===== src/core/mci_pkg.sv =====
// shared types and constants of the multiplier contention interlock
// assumes one core clock; the pipeline holds the memory-access request stable until done
package mci_pkg;

   // ==========================================================
   // counter and timing constants
   localparam int          MCI_CNT_W          = 3;
   localparam logic [2:0]  MCI_CNT_ZERO       = 3'h0;
   localparam logic [2:0]  MCI_CNT_ONE        = 3'h1;
   // multiplier busy cycles after the access of a short multiply
   localparam logic [2:0]  MCI_SHORT_BUSY_CYC = 3'h3;
   // multiplier busy cycles after the last access of a long accumulate
   localparam logic [2:0]  MCI_LONG_BUSY_CYC  = 3'h4;

   // ==========================================================
   // instruction classes seen at the memory access stage
   typedef enum logic [3:0] {
      op_other,
      op_mem,
      long_mul_accumulate,
      short_mul_accumulate,
      signed_short_multiply,
      unsigned_short_multiply,
      store_accum_to_register,
      store_accum_to_memory,
      load_accum_from_register,
      load_accum_from_memory
   } mci_op_t;

   typedef struct packed {
      logic    valid;
      mci_op_t op;
   } mci_ma_req_t;

   typedef struct packed {
      logic hold;
      logic fetch_grant;
      logic mem_grant;
      logic mul_grant;
      logic ma_done;
   } mci_ctl_t;

endpackage : mci_pkg


===== src/core/mci_interlock.sv =====
// memory access stage interlock against a busy multiplier and instruction fetch
// assumes ma_req stays stable from its first valid cycle until ma_done is seen
`timescale 1ns/1ps

// What this block does
// - accumulator-to-register store stretches until multiplier free
// - accumulator store access splits slot with fetch
// - accumulator-to-memory store reads multiplier and writes memory
// - register-to-accumulator load stretches until multiplier free
// - memory-to-accumulator load uses memory and multiplier
// - accumulator load access splits slot with fetch
// - short multiply runs fetch, decode, execute, access, busy
// - short multiply keeps multiplier busy three cycles
// - short multiply access splits slot with fetch
// - non-multiplier follower sees no extra stall
// - multiplier-using follower gets contention handling
// - short accumulate second access stretches while busy
// - free multiplier after gap means no stall
// - signed and unsigned short multiply handled alike
module mci_interlock
   import mci_pkg::*;
(
   input  wire logic        core_clk,
   input  wire logic        nrst,
   input  wire mci_ma_req_t ma_req,
   input  wire logic        if_req,
   output logic             hold_ff,
   output logic             fetch_grant_ff,
   output logic             mem_grant_ff,
   output logic             mul_grant_ff,
   output logic             ma_done_ff,
   output logic             mul_busy_ff
);

   typedef enum logic [1:0] {
      st_idle,
      st_wait,
      st_fetch,
      st_access
   } mci_state_t;

   mci_state_t           state_ff;
   mci_state_t           nxt_state;
   mci_op_t              op_ff;
   mci_op_t              nxt_op;
   mci_ctl_t             nxt_ctl;
   logic [MCI_CNT_W-1:0] busy_cnt;
   logic                 cnt_load;
   logic [MCI_CNT_W-1:0] cnt_val;
   logic                 free_next;
   logic                 cur_mul;
   logic                 cur_bus;

   // ==========================================================
   // instruction class decode
   function automatic logic uses_mul(input mci_op_t op);
      return !(op inside {op_other, op_mem});
   endfunction : uses_mul

   function automatic logic uses_bus(input mci_op_t op);
      return (op != op_other);
   endfunction : uses_bus

   function automatic logic uses_mem(input mci_op_t op);
      return op inside {op_mem, long_mul_accumulate, short_mul_accumulate,
                        store_accum_to_memory, load_accum_from_memory};
   endfunction : uses_mem

   // ==========================================================
   // multiplier busy tracking
   // both short multiplies share one busy load
   // busy three cycles after access ends, four after a long accumulate
   assign cnt_load = (state_ff == st_access) && uses_mul(op_ff) &&
                     (op_ff inside {long_mul_accumulate, short_mul_accumulate,
                                    signed_short_multiply, unsigned_short_multiply});
   assign cnt_val  = (op_ff == long_mul_accumulate) ? MCI_LONG_BUSY_CYC : MCI_SHORT_BUSY_CYC;

   mci_busy_cnt #(
      .W (MCI_CNT_W)
   ) u_busy (
      .core_clk (core_clk),
      .nrst     (nrst),
      .load     (cnt_load),
      .load_val (cnt_val),
      .cnt      (busy_cnt),
      .busy_ff  (mul_busy_ff)
   );

   // multiplier is free from the next cycle on
   assign free_next = (busy_cnt <= MCI_CNT_ONE);
   assign cur_mul   = uses_mul(nxt_op);
   assign cur_bus   = uses_bus(nxt_op);

   // ==========================================================
   // access stage sequencing
   always_comb begin
      nxt_state = state_ff;
      nxt_op    = op_ff;
      unique case (state_ff)
         st_idle: begin
            if (ma_req.valid) begin
               nxt_op = ma_req.op;
               if (uses_mul(ma_req.op) && !free_next) begin
                  nxt_state = st_wait;
               end else if (if_req && uses_bus(ma_req.op)) begin
                  nxt_state = st_fetch;
               end else begin
                  nxt_state = st_access;
               end
            end
         end
         st_wait: begin
            if (free_next) begin
               // split the stretched slot with fetch
               if (if_req) begin
                  nxt_state = st_fetch;
               end else begin
                  nxt_state = st_access;
               end
            end
         end
         st_fetch: begin
            nxt_state = st_access;
         end
         st_access: begin
            nxt_state = st_idle;
         end
      endcase
   end

   // ==========================================================
   // registered control outputs
   always_comb begin
      nxt_ctl = '0;
      // hold decode and execute while waiting
      nxt_ctl.hold        = (nxt_state == st_wait) || (nxt_state == st_fetch);
      nxt_ctl.fetch_grant = (nxt_state == st_fetch) ||
                            (if_req && !((nxt_state == st_access) && cur_bus) &&
                             (nxt_state != st_wait || !ma_req.valid));
      nxt_ctl.mem_grant   = (nxt_state == st_access) && uses_mem(nxt_op);
      nxt_ctl.mul_grant   = (nxt_state == st_access) && cur_mul;
      nxt_ctl.ma_done     = (nxt_state == st_access);
   end

   always_ff @(posedge core_clk or negedge nrst) begin
      if (!nrst) begin
         state_ff <= st_idle;
         op_ff    <= op_other;
      end else begin
         state_ff <= nxt_state;
         op_ff    <= nxt_op;
      end
   end

   always_ff @(posedge core_clk or negedge nrst) begin
      if (!nrst) begin
         hold_ff        <= 1'b0;
         fetch_grant_ff <= 1'b0;
         mem_grant_ff   <= 1'b0;
         mul_grant_ff   <= 1'b0;
         ma_done_ff     <= 1'b0;
      end else begin
         hold_ff        <= nxt_ctl.hold;
         fetch_grant_ff <= nxt_ctl.fetch_grant;
         mem_grant_ff   <= nxt_ctl.mem_grant;
         mul_grant_ff   <= nxt_ctl.mul_grant;
         ma_done_ff     <= nxt_ctl.ma_done;
      end
   end

   // ==========================================================
   // checks
   // short busy length
   a_short_busy_len: assert property (@(posedge core_clk) disable iff (!nrst)
      (state_ff == st_access && op_ff inside {signed_short_multiply, unsigned_short_multiply})
      |=> mul_busy_ff [*3] ##1 !mul_busy_ff)
      else $error("short multiply busy length wrong");

   a_no_busy_access: assert property (@(posedge core_clk) disable iff (!nrst)
      mul_grant_ff |-> !mul_busy_ff)
      else $error("multiplier accessed while busy");

   a_hold_in_wait: assert property (@(posedge core_clk) disable iff (!nrst)
      (state_ff == st_wait) |-> hold_ff && !ma_done_ff)
      else $error("front not held while stretched");

   a_stretch_bound: assert property (@(posedge core_clk) disable iff (!nrst)
      $rose(state_ff == st_wait) |-> ##[1:6] ma_done_ff)
      else $error("stretched access never finished");

   a_split_order: assert property (@(posedge core_clk) disable iff (!nrst)
      (state_ff == st_fetch) |-> fetch_grant_ff && !mem_grant_ff ##1 ma_done_ff)
      else $error("split slot order wrong");

   a_plain_no_stall: assert property (@(posedge core_clk) disable iff (!nrst)
      (state_ff == st_idle && ma_req.valid && ma_req.op == op_other) |=> ma_done_ff && !hold_ff)
      else $error("plain instruction stalled");

   a_free_no_stall: assert property (@(posedge core_clk) disable iff (!nrst)
      (state_ff == st_idle && ma_req.valid && busy_cnt == MCI_CNT_ZERO && !if_req)
      |=> ma_done_ff && !hold_ff)
      else $error("stall with free multiplier");

   a_store_mem_both: assert property (@(posedge core_clk) disable iff (!nrst)
      (ma_done_ff && op_ff == store_accum_to_memory) |-> mem_grant_ff && mul_grant_ff)
      else $error("memory store missing a grant");

   // fetch and a bus-using access never share a slot; an op_other access can
   a_bus_exclusive: assert property (@(posedge core_clk) disable iff (!nrst)
      ma_done_ff && uses_bus(op_ff) |-> !fetch_grant_ff)
      else $error("fetch and access overlap");

   // register load waits for busy end
   a_load_waits: assert property (@(posedge core_clk) disable iff (!nrst)
      (state_ff == st_idle && ma_req.valid && ma_req.op == load_accum_from_register &&
       busy_cnt > MCI_CNT_ONE) |=> hold_ff && !ma_done_ff)
      else $error("register load did not wait");

   a_done_pulse: assert property (@(posedge core_clk) disable iff (!nrst)
      ma_done_ff |=> !ma_done_ff)
      else $error("done longer than one cycle");

   a_long_busy_len: assert property (@(posedge core_clk) disable iff (!nrst)
      (state_ff == st_access && op_ff == long_mul_accumulate) |=> mul_busy_ff [*4] ##1 !mul_busy_ff)
      else $error("long accumulate busy length wrong");

   a_short_mac_busy: assert property (@(posedge core_clk) disable iff (!nrst)
      (state_ff == st_access && op_ff == short_mul_accumulate) |=> mul_busy_ff [*3] ##1 !mul_busy_ff)
      else $error("short accumulate busy length wrong");

   a_load_mem_both: assert property (@(posedge core_clk) disable iff (!nrst)
      (ma_done_ff && op_ff == load_accum_from_memory) |-> mem_grant_ff && mul_grant_ff)
      else $error("memory load missing a grant");

   a_reg_no_mem: assert property (@(posedge core_clk) disable iff (!nrst)
      (ma_done_ff && op_ff inside {store_accum_to_register, load_accum_from_register})
      |-> !mem_grant_ff && mul_grant_ff)
      else $error("register accumulator move touched memory");

   a_grant_in_slot: assert property (@(posedge core_clk) disable iff (!nrst)
      (mem_grant_ff || mul_grant_ff) |-> ma_done_ff)
      else $error("grant outside the access slot");

   a_store_split: assert property (@(posedge core_clk) disable iff (!nrst)
      (state_ff == st_wait && free_next && if_req &&
       op_ff inside {store_accum_to_register, store_accum_to_memory})
      |=> (fetch_grant_ff && hold_ff && !ma_done_ff) ##1 (ma_done_ff && !fetch_grant_ff))
      else $error("stretched store did not split with fetch");

   a_load_split: assert property (@(posedge core_clk) disable iff (!nrst)
      (state_ff == st_wait && free_next && if_req &&
       op_ff inside {load_accum_from_register, load_accum_from_memory})
      |=> (fetch_grant_ff && hold_ff && !ma_done_ff) ##1 (ma_done_ff && !fetch_grant_ff))
      else $error("stretched load did not split with fetch");

   a_fetch_first: assert property (@(posedge core_clk) disable iff (!nrst)
      (state_ff == st_idle && ma_req.valid && free_next && if_req &&
       ma_req.op inside {signed_short_multiply, unsigned_short_multiply})
      |=> (fetch_grant_ff && hold_ff) ##1 (ma_done_ff && mul_grant_ff))
      else $error("short multiply did not yield to fetch");

   a_short_stages: assert property (@(posedge core_clk) disable iff (!nrst)
      (state_ff == st_idle && ma_req.valid && free_next && !if_req &&
       ma_req.op inside {signed_short_multiply, unsigned_short_multiply})
      |=> ma_done_ff && mul_grant_ff && !mem_grant_ff && !hold_ff)
      else $error("short multiply access not in one slot");

   a_hold_released: assert property (@(posedge core_clk) disable iff (!nrst)
      ma_done_ff |-> !hold_ff)
      else $error("front still held in access slot");

   a_busy_blocks: assert property (@(posedge core_clk) disable iff (!nrst)
      (state_ff == st_idle && ma_req.valid && uses_mul(ma_req.op) && !free_next)
      |=> hold_ff && !ma_done_ff)
      else $error("multiplier user not stretched while busy");

endmodule : mci_interlock


===== src/core/mci_busy_cnt.sv =====
// multiplier busy down-counter
// assumes load only while the counter is idle or on its last count
`timescale 1ns/1ps
module mci_busy_cnt
   import mci_pkg::*;
#(
   parameter int W = MCI_CNT_W
) (
   input  wire logic         core_clk,
   input  wire logic         nrst,
   input  wire logic         load,
   input  wire logic [W-1:0] load_val,
   output logic [W-1:0]      cnt,
   output logic              busy_ff
);

   logic [W-1:0] cnt_ff;
   logic [W-1:0] nxt_cnt;

   // ==========================================================
   // count down to zero
   always_comb begin
      if (load) begin
         nxt_cnt = load_val;
      end else if (cnt_ff != '0) begin
         nxt_cnt = cnt_ff - W'(1);
      end else begin
         nxt_cnt = cnt_ff;
      end
   end

   always_ff @(posedge core_clk or negedge nrst) begin
      if (!nrst) begin
         cnt_ff  <= '0;
         busy_ff <= 1'b0;
      end else begin
         cnt_ff  <= nxt_cnt;
         busy_ff <= (nxt_cnt != '0);
      end
   end

   assign cnt = cnt_ff;

endmodule : mci_busy_cnt


===== config.mk =====
export PLATFORM = sky130hd
export DESIGN_NAME = mci_interlock
export DESIGN_NICKNAME = d
export VERILOG_FILES = /design/src/core/mci_pkg.sv /design/src/core/mci_interlock.sv /design/src/core/mci_busy_cnt.sv
export SDC_FILE = /design/constraint.sdc
export NUM_CORES = 1
export LEC_CHECK = 0
export ABC_AREA = 1
export BUFFER_PORTS_ARGS = -buffer_cell sky130_fd_sc_hd__buf_4
export CAP_MARGIN = 30
export CORE_ASPECT_RATIO = 0.6
export CORE_UTILIZATION = 33
export CTS_CLUSTER_DIAMETER = 200
export DETAILED_ROUTE_END_ITERATION = 8
export SYNTH_ARGS = -nofsm -noshare
export SYNTH_HDL_FRONTEND = slang
export SYNTH_HIERARCHICAL = 1
export SYNTH_SLANG_ARGS = --single-unit

===== constraint.sdc =====
create_clock -name core_clk -period 1.6 [get_ports core_clk]
set_input_delay 0.08 -clock core_clk [delete_from_list [all_inputs] [get_ports core_clk]]
set_output_delay 0.08 -clock core_clk [all_outputs]
set_load 0.01 [all_outputs]

# Word level (Yosys, flattened, before mapping)
# Index checks and enable logic that the tools add are counted.
# classes
n_addsub	1
order_cmp	1
eq_ne	18
muxes	11
reduce_logical	31
# ops
op	n
== test 4 x 2 -> 1 bit, second input constant	4
== test 4 x 1 -> 1 bit, second input constant	3
== test 4 x 3 -> 1 bit, second input constant	3
zero test 4 bit	3
nonzero test 4 bit	3
logical AND 1 bit	9
two-way mux 3 bit	3
== test 2 bit, second input constant	4
two-way mux 4 bit	2
one-hot mux 2 bit (4 select lines)	1
zero test 1 bit	6
two-way mux 2 bit	3
nonzero test 2 bit	3
nonzero test 3 bit	2
nonzero test 5 bit	1
== test 2 x 1 -> 1 bit, second input constant	2
== test 4 bit, second input constant	1
less-or-equal comparator 3 x 1 -> 1 bit, second input constant	1
logical OR 1 bit	3
subtractor 3 x 1 -> 3 bit, second input constant	1
zero test 2 bit	1
two-way mux 1 bit	2
inequality test 2 x 1 -> 1 bit, second input constant	1
# totals
ff_bits	15
in_bits	8
output_inout_bits	6
elab_cells	71

# Depth between registers and ports, before layout
# Gate-level depths: netlist (run 1).
# depth
depth_word	13
mapped_depth	11

# Cells and area by module
# Netlist (run 1), hierarchy kept.
# by_module_without_submodules
module	n_inst	cells_per_inst	area_each_um2
mci_interlock	1	79	601.8
mci_busy_cnt	1	31	245.2

# Worst setup path before layout (run 1)
# Ideal clock, no wire load.
# synth_timing
path_kind	flip-flop to flip-flop
startpoint	reg u_busy.cnt_ff[1] (netlist: u_busy/cnt[1])
endpoint	reg fetch_grant_ff
t_arrival_ns	1.319
setup_slack_ns	0.217
stages_incl_launch_ff	11
n_path_buf	0
period_less_slack_ns	1.383
cell_sequence	dfrtp_1 -> nor2_1 -> inv_1 -> nand2_1 -> nand3_1 -> nand2_1 -> a21oi_1 -> ha_1 -> a21boi_0 -> nand3_1 -> nand2_1
# synth_rtl
item	line_no	rtl
from (decl)	mci_busy_cnt.sv:17	logic [W-1:0] cnt_ff;
from (signal assigned)	mci_busy_cnt.sv:37	cnt_ff <= nxt_cnt;
to (signal assigned)	mci_interlock.sv:164	fetch_grant_ff <= nxt_ctl.fetch_grant;
to (decl)	mci_interlock.sv:28	output logic fetch_grant_ff,

==> results of run 1 <==
-- registers in the layout, summed over array words and instances, names as in the netlist --
register and count:
fetch_grant_ff 1, ma_done_ff 1, op_ff 4, u_busy/busy_ff 1, mem_grant_ff 1, state_ff 2, mul_grant_ff 1, u_busy/cnt 3
hold_ff 1
-- cell usage after synthesis --
| library cell | n |
|---|---|
| a21boi_0 | 1 |
| a21oi_1 | 2 |
| buf_2 | 1 |
| dfrtp_1 | 15 |
| ha_1 | 6 |
| inv_1 | 24 |
| inv_2 | 4 |
| nand2_1 | 30 |
| nand2_2 | 2 |
| nand3_1 | 13 |
| nand3_2 | 1 |
| nand4_1 | 2 |
| nor2_1 | 2 |
| nor2_2 | 1 |
| nor2_4 | 1 |
| o21ai_0 | 2 |
| or2_1 | 2 |
| xor2_1 | 1 |
-- cell usage in the layout (no fill, tap or decap), drive strengths merged --
master / count
inv: 28
nand3: 14
nand4: 2
buf: 14
ha: 6
o21ai: 2
dlygate4sd3: 1
clkinvlp: 1
clkbuf: 3
dfrtp: 15
a21oi: 2
or2: 2
nor2: 4
xor2: 1
a21boi: 1
nand2: 32
-- timing repair --
action                                  4_1_cts  5_1_grt
endpoints found under the setup margin        1        3
buffers inserted                              0        1
pin swaps                                     0        5
hold endpoints to repair                     15        0
resized for setup                             1       10
hold buffers                                  1        0
-- report_power, final --
part           leakage, uW  switching (uW)  internal (uW)  total, uW
Combinational     0.000399             686            478       1160
Clock            0.0000217             148            175        324
Sequential        0.000176             123            568        691
Total             0.000597             957           1220       2180
-- stage by stage --
| step | cells | instance area, sq um | setup TNS, ns | setup slack [ns] |
|---|---|---|---|---|
| 3_5_place_dp | 152 | 977.2 | 0 | 0.01854 |
| 5_1_grt | 158 | 1081 | -0.01498 | -0.01498 |
| 2_1_floorplan | 110 | 847.1 | 0 | 0.2166 |
| 6_report | 158 | 1081 | 0 | 0.1253 |
| 4_1_cts | 157 | 1039 | 0 | 0.01653 |
| 3_3_place_gp | 152 | 977.2 | 0 | 0.06167 |
-- final cells by class --
cell class                      count  area (sq um)
Timing Repair Buffer               15         115.1
Tap cell                           30         37.54
Fill cell                         211          1212
Inverter                           28         105.1
Sequential cell                    15         375.4
Multi-Input combinational cell     66         399.1
Clock inverter                      1         7.507
Clock buffer                        3         41.29
-- cells by family after synthesis --
kind of cell | after synthesis | share of synthesized area
buf+inv | 29 | 0.1300
compound gates | 5 | 0.03250
xor+xnor | 1 | 0.01034
fa+ha+maj | 6 | 0.08862
flops | 15 | 0.4431
simple gates | 54 | 0.2954
-- tightest hold or removal path: stages --
cell,delay (ns)
buf_4,0.15
nand2_2,0.09
a21oi_4,0.07
-- how the worst min path moves through the flow --
stage / startpoint / end / slack [ns] / depth (start not counted)
floorplan: nrst / fetch_grant_ff / -0.22 / 0
global placement: nrst / op_ff[2] / -0.06 / 1
detailed placement: nrst / op_ff[1] / -0.06 / 1
CTS: if_req / state_ff[0] / 0.17 / 4
global route: ma_req[4] / state_ff[0] / 0.19 / 3
finish: ma_req[4] / state_ff[0] / 0.18 / 3
-- routing by layer --
layer / vias up / wire length [um]
met2: 14 / 643
li1: 367 / -
met4: 0 / 17
met3: 2 / 85
met1: 306 / 953
met5: - / 0
==> metrics.md, run 1 <==
| Metric | Value |
|---|---|
| Top Usage Layer GRT | `met1` |
| Num ports | `14` |
| Met3 global-route usage | `0.05833` |
| Largest net degree at the start of global routing | `16` |
| CTS tree | `yes` |
| Starting Density | `0.3693` |
| Critical Path Source Type | `flip-flop` |
| Worst slew margin | `0.7705` |
| CTS HTree Levels | `1` |
| Min-delay worst type | `primary input to flip-flop` |
| Final period util | `0.9217` |
| Global-route usage over all layers | `0.1375` |
| Endpoints failing setup | `0` |
| FF+latch count, synth | `15` |
| Die area | `0.002780 sq mm` |
| IO buf count | `13` |
| Met2 Use GR | `0.1575` |
| Met1 Track Usage GR | `0.2060` |
| Final HPWL DP | `1296 um` |
| First-pass GRT wire length | `2477 um` |
| CP top delay family | `simple AND/OR/NAND/NOR gates` |
| Initial antenna violation count | `0` |
| Syn nets | `roughly 120` |
| CP max stage cell | `dfrtp_1` |
| Critical-path cell list | `nor2_2, inv_1, nand2_2, nand3_1, nand2_2, a21oi_4, ha_2, a21boi_2, nand3_1, nand2_1` |
| Die height | `between 40 and 50 um` |
| Vias in the first global route | `between 500 and 600` |
| FP Rows | `13` |
| DRC | `0` |
| Clk slew on worst S/H paths | `0.06 ns` |
| Horiz. Die Dim | `67.41 um` |
| Clock Skew | `~0.0013 ns` |
| Yosys warning count | `6` |
| Grt total ovfl | `0` |
| DR vias | `a little under 700` |
| Clk_lat worst skew | `about 0.25 ns` |
| PD cells | `~2000 mW/mm^2` |
| Arr. time, crit path | `1.67 ns` |
| Syn Std Cell Area | `847.1 sq um` |
| Worst R2R Path Depth | `10` |
| R2r setup slk | `approximately 0.13 ns` |
| Drt pass-1 iters | `4` |
| Final Hold Viols | `0` |
| Top post-synthesis cells by area | `dfrtp_1 44%, nand2_1 13%, inv_1 11%` |
| Core region area | `about 0.0023 sq mm` |
| Post-synthesis cell type count | `18` |
| Critical path capture point type | `flip-flop` |
| Reg2reg start | `u_busy/cnt[2]` |
| Antenna viol nets, final | `0` |
| Initial DRC count | `31` |
| Crit. path cell count | `10` |
| Outcome | `finished, final reports clean` |
| Slowest Stage Delay on Critical Path | `~0.4 ns` |
| R2r endpoint | `fetch_grant_ff` |
| Worst Path Required | `~1.8 ns` |
| Final core occ | `0.4714` |
| Final net count | `143` |
| Share of the synthesized area in the top cell type | `0.4431` |
| Buf+Inv Stages, Crit Path | `1` |
| Root buf cell | `clkbuf_8` |
| Crit-path max FO | `3` |
| Total CTS buffers | `3` |
| Pwr Total | `between 2000 and 2500 uW` |
| Setup crit start | `u_busy/cnt[2]` |
| Worst setup path class | `flip-flop to flip-flop` |
| RePlAce Congestion | `about 0.75` |
| Fin Hold WS | `0.1796 ns` |
| Mapped Avg Cell Area | `approximately 7.7 sq um` |
| Period minus WS final | `1.475 ns` |
| Layout cells sized above 1 | `0.2734` |
| Clk buf depth | `2` |
| Total of max-cap violations | `0` |
| Pleak | `~0.00060 uW` |
| Via/cell ratio | `4.361` |
| Clock tree sinks | `15` |
| Critical Path End | `fetch_grant_ff` |
| Worst VDD drop | `1007 uV` |
| Antenna diode count | `0` |
| Slew @ Worst Pin | `~0.34 ns` |
| Area Growth Syn to Fin | `27.62%` |
| Detailed-route wire length per cell | `roughly 11 um` |
| Dominant cell type by area after synthesis | `dfrtp_1` |
| Slew Limit Fails | `0` |
| Register area share after synthesis | `0.4431` |
| Achievable Freq | `about 680 MHz` |
| DRT Wirelength | `1699 um` |
| Syn Inst Count | `110` |
No activity file was read; power rests on OpenSTA's default activity.
==> inputs of run 2 (changes only) <==
--- a/config.mk
+++ b/config.mk
@@ -14,5 +14,4 @@
 export DETAILED_ROUTE_END_ITERATION = 8
 export SYNTH_ARGS = -nofsm -noshare
 export SYNTH_HDL_FRONTEND = slang
-export SYNTH_HIERARCHICAL = 1
 export SYNTH_SLANG_ARGS = --single-unit
==> run 2 against run 1 <==
  * Critical path depth fell by 1
  * First-iteration DRC count decreased by 52%
  * Worst setup slack got worse by 0.026 ns
  * Largest cell class is now sequential cells
==> metrics.md, run 2 <==
| Metric | Value |
|---|---|
| Outcome | `finished, final reports clean` |
| Setup crit start | `state_ff[0]` |
| Final core occ | `0.4732 (+0.001886)` |
| Endpoints failing setup | `0 (unchanged)` |
| Pwr Total | `2113 uW (-3.0%)` |
| FF+latch count, synth | `15 (unchanged)` |
| Most common cell in the netlist | `inv_1` |
| Psw | `871.9 uW (-8.9%)` |
| R2r endpoint | `fetch_grant_ff` |
| Dominant cell type by area after synthesis | `dfrtp_1` |
| Top post-synthesis cells by area | `dfrtp_1 46%, inv_1 12%, nand2_1 9.7%` |
| Achievable Freq | `666.2 MHz (-1.8%)` |
| Share of the synthesized area in the top cell type | `0.4637 (+0.02055)` |
| Finished layout cell area | `0.001062 sq mm (-1.7%)` |
| Slew @ Worst Pin | `0.2087 ns (-0.1320 ns)` |
| Vias in the first global route | `625 (+23%)` |
| Min-delay worst type | `primary input to flip-flop` |
| Critical Path Source Type | `flip-flop` |
| Final Hold Viols | `0 (unchanged)` |
| Dpl ws | `-0.05153 ns (-0.07007 ns)` |
| DR vias | `648 (-6.0%)` |
| Internal power | `1242 uW (+1.6%)` |
| Worst Path Required | `1.74 ns (-0.05 ns)` |
| Initial antenna violation count | `0 (unchanged)` |
| Total CTS buffers | `3 (unchanged)` |
| Largest net degree at the start of global routing | `16 (unchanged)` |
| PD cells | `1990 mW/mm^2 (-1.3%)` |
| Slew Limit Fails | `0 (unchanged)` |
| Sequential power share | `0.322 (+0.005)` |
| Critical Path End | `fetch_grant_ff` |
| Syn Std Cell Area | `809.5 sq um (-4.4%)` |
| Post-synth EDFFs | `0 (unchanged)` |
| Drt pass-1 iters | `4 (unchanged)` |
| Pleak | `0.0005930 uW (-0.65%)` |
| Clock tree sinks | `15 (unchanged)` |
| Ys flop type | `dfrtp_1` |
| Post-synthesis cell type count | `18 (unchanged)` |
| Clk buf depth | `2 (unchanged)` |
| Worst R2R Path Depth | `9 (-1)` |
| Antenna viol nets, final | `0 (unchanged)` |
| Register area share after synthesis | `0.4637 (+0.02055)` |
| Detailed-route wire length per cell | `10.98 um (+2.1%)` |
| Initial DRC count | `15 (-52%)` |
| Switch share | `0.4126 (-0.02660)` |
| Die area | `0.002662 sq mm (-4.3%)` |
| Ys async rst share | `1.000 (unchanged)` |
| Logic pwr share | `0.536 (+0.002)` |
| Most flops, register | `op_ff` |
| Antenna diode count | `0 (unchanged)` |
| Clk slew on worst S/H paths | `0.06 ns (about the same)` |
| Horiz. Die Dim | `65.94 um (-2.2%)` |
| CTS HTree Levels | `1 (unchanged)` |
| Clock power share | `0.143 (-0.006)` |
| Grt total ovfl | `0 (unchanged)` |
| # fillers | `227 (+7.6%)` |
| Max reg flops | `4 (unchanged)` |
| Total of max-cap violations | `0 (unchanged)` |
| Final HPWL DP | `1310 um (+1.1%)` |
| Clock Skew | `0.0008315 ns (-0.0005148 ns)` |
| Commonest non-fill, non-tap cells in the layout | `25 x inv_1, 19 x nand2_1, 16 x buf_4` |
| Worst slew margin | `0.8609 (+0.09043)` |
| Mapped Avg Cell Area | `8.177 sq um (+6.2%)` |
| Final net count | `135 (-5.6%)` |
| Synth top cells by count | `25 x inv_1, 21 x nand2_1, 15 x dfrtp_1, 11 x nand3_1, 6 x ha_1` |
| Core region area | `0.002245 sq mm (-2.1%)` |
| Syn nets | `113 (-8.9%)` |
| Via/cell ratio | `4.320 (-0.93%)` |
| Worst VDD drop | `843.7 uV (-16%)` |
| Global-route usage over all layers | `0.1539 (+0.01642)` |
| FP Rows | `13 (unchanged)` |
| Period minus WS final | `1.501 ns (+0.02631 ns)` |
| DRC | `0 (unchanged)` |
| Die height | `40.37 um (-2.1%)` |
| Area Growth Syn to Fin | `31.22%` |
| Num ports | `14 (unchanged)` |
| Clk_lat worst skew | `0.24 ns (about the same)` |
| Syn Inst Count | `99 (-10%)` |
| CTS tree | `yes` |
| Layout cells sized above 1 | `0.2667 (-0.006771)` |
| Crit-path max FO | `4 (+1)` |
| IO buf count | `13 (unchanged)` |
| Critical path capture point type | `flip-flop` |
| Yosys warning count | `0 (-6)` |
| RePlAce Congestion | `0.8471 (+12%)` |
| DRT Wirelength | `1647 um (-3.1%)` |
| Arr. time, crit path | `1.64 ns (-0.03 ns)` |
| Root buf cell | `clkbuf_8` |
| Final period util | `0.9382 (+0.01644)` |
| Reg2reg start | `state_ff[0]` |
| Starting Density | `0.3606 (-0.008693)` |
| Fin worst setup slack | `0.09895 ns (-0.02631 ns)` |
| Placed cell areas | `952.2 sq um (-2.6%)` |
| Worst setup path class | `flip-flop to flip-flop` |
| R2r setup slk | `0.1 ns (-0.03 ns)` |
| Most common cell after layout, fill and taps aside | `inv_1` |
| First-pass GRT wire length | `2787 um (+13%)` |
run 2: cell count changes in the layout (fill, tap and decap cells not counted), sizes merged, moves of 2 or more:
cell / delta
or2: -2
nand3: -3
nand2: -8
a21oi: +3
inv: -3
nand4: -2
buf: +2
run 2: logic make-up after synthesis:
| kind of cell | synth area share |
|---|---|
| fa+ha+maj | 0.09273 |
| xor+xnor | 0.02164 |
| flops | 0.4637 |
| compound gates | 0.06183 |
| buf+inv | 0.1221 |
| simple gates | 0.2380 |
run 2: per-layer routing:
layer	vias to the layer above	part of all wire	global-route usage
li1	340	-	-
met1	295	0.52	0.1962
met2	10	0.42	0.2500
met3	3	0.046	0.06250
met4	0	0.0073	0.03191
met5	-	0	0
run 2: cell type report:
cell class	count	area, sq um	area share
Sequential cell	15	376.6	0.3545
Multi-Input combinational cell	58	374.1	0.3522
Timing Repair Buffer	17	130.1	0.1225
Inverter	26	98.84	0.09305
Clock buffer	4	45.04	0.04240
Tap cell	30	37.54	0.03534
run 2: repair_timing:
item / 4_1_cts / 5_1_grt
buffers inserted: 0 / 2
hold buffers: 1 / 0
pin swaps: 0 / 4
setup endpoints to repair: 2 / 3
gates resized for setup: 1 / 10
endpoints found under the hold margin: 15 / 0
run 2: metrics by stage:
step	cells	TNS, ns	hold slack (ns)
CTS	148	0	0.1444
global placement	143	0	-0.05505
detailed placement	143	-0.06724	-0.04946
floorplan	99	0	-0.2156
global route	150	-0.03387	0.1569
finish	150	0	0.1446
run 2: worst max-delay path, stage by stage (launching register included):
cell and delay [ns]:
dfrtp_2 0.41, nand2_1 0.09, inv_1 0.11, a21oi_1 0.05
a21oi_1 0.19, inv_1 0.12, buf_4 0.15, ha_1 0.18
inv_1 0.05, nand2_1 0.04
run 2: power groups by stage:
| stage | registers [uW] | clock network, uW | logic (uW) |
|---|---|---|---|
| 2_1_floorplan | 689 | 0 | 665 |
| 3_3_place_gp | 675 | 0 | 981 |
| 3_5_place_dp | 681 | 0 | 1010 |
| 4_1_cts | 676 | 318 | 1030 |
| 5_1_grt | 701 | 330 | 1310 |
| 6_report | 679 | 302 | 1130 |
run 2: how the worst min path moves through the flow:
stage	start	to	slack, ns	cells after the start
3_5_place_dp	nrst	u_busy.cnt[1]	-0.05	1
6_report	ma_req[0]	op_ff[0]	0.14	3
3_3_place_gp	nrst	u_busy.cnt[1]	-0.06	1
2_1_floorplan	nrst	fetch_grant_ff	-0.22	0
4_1_cts	ma_req[0]	op_ff[0]	0.14	3
5_1_grt	ma_req[0]	op_ff[0]	0.16	3
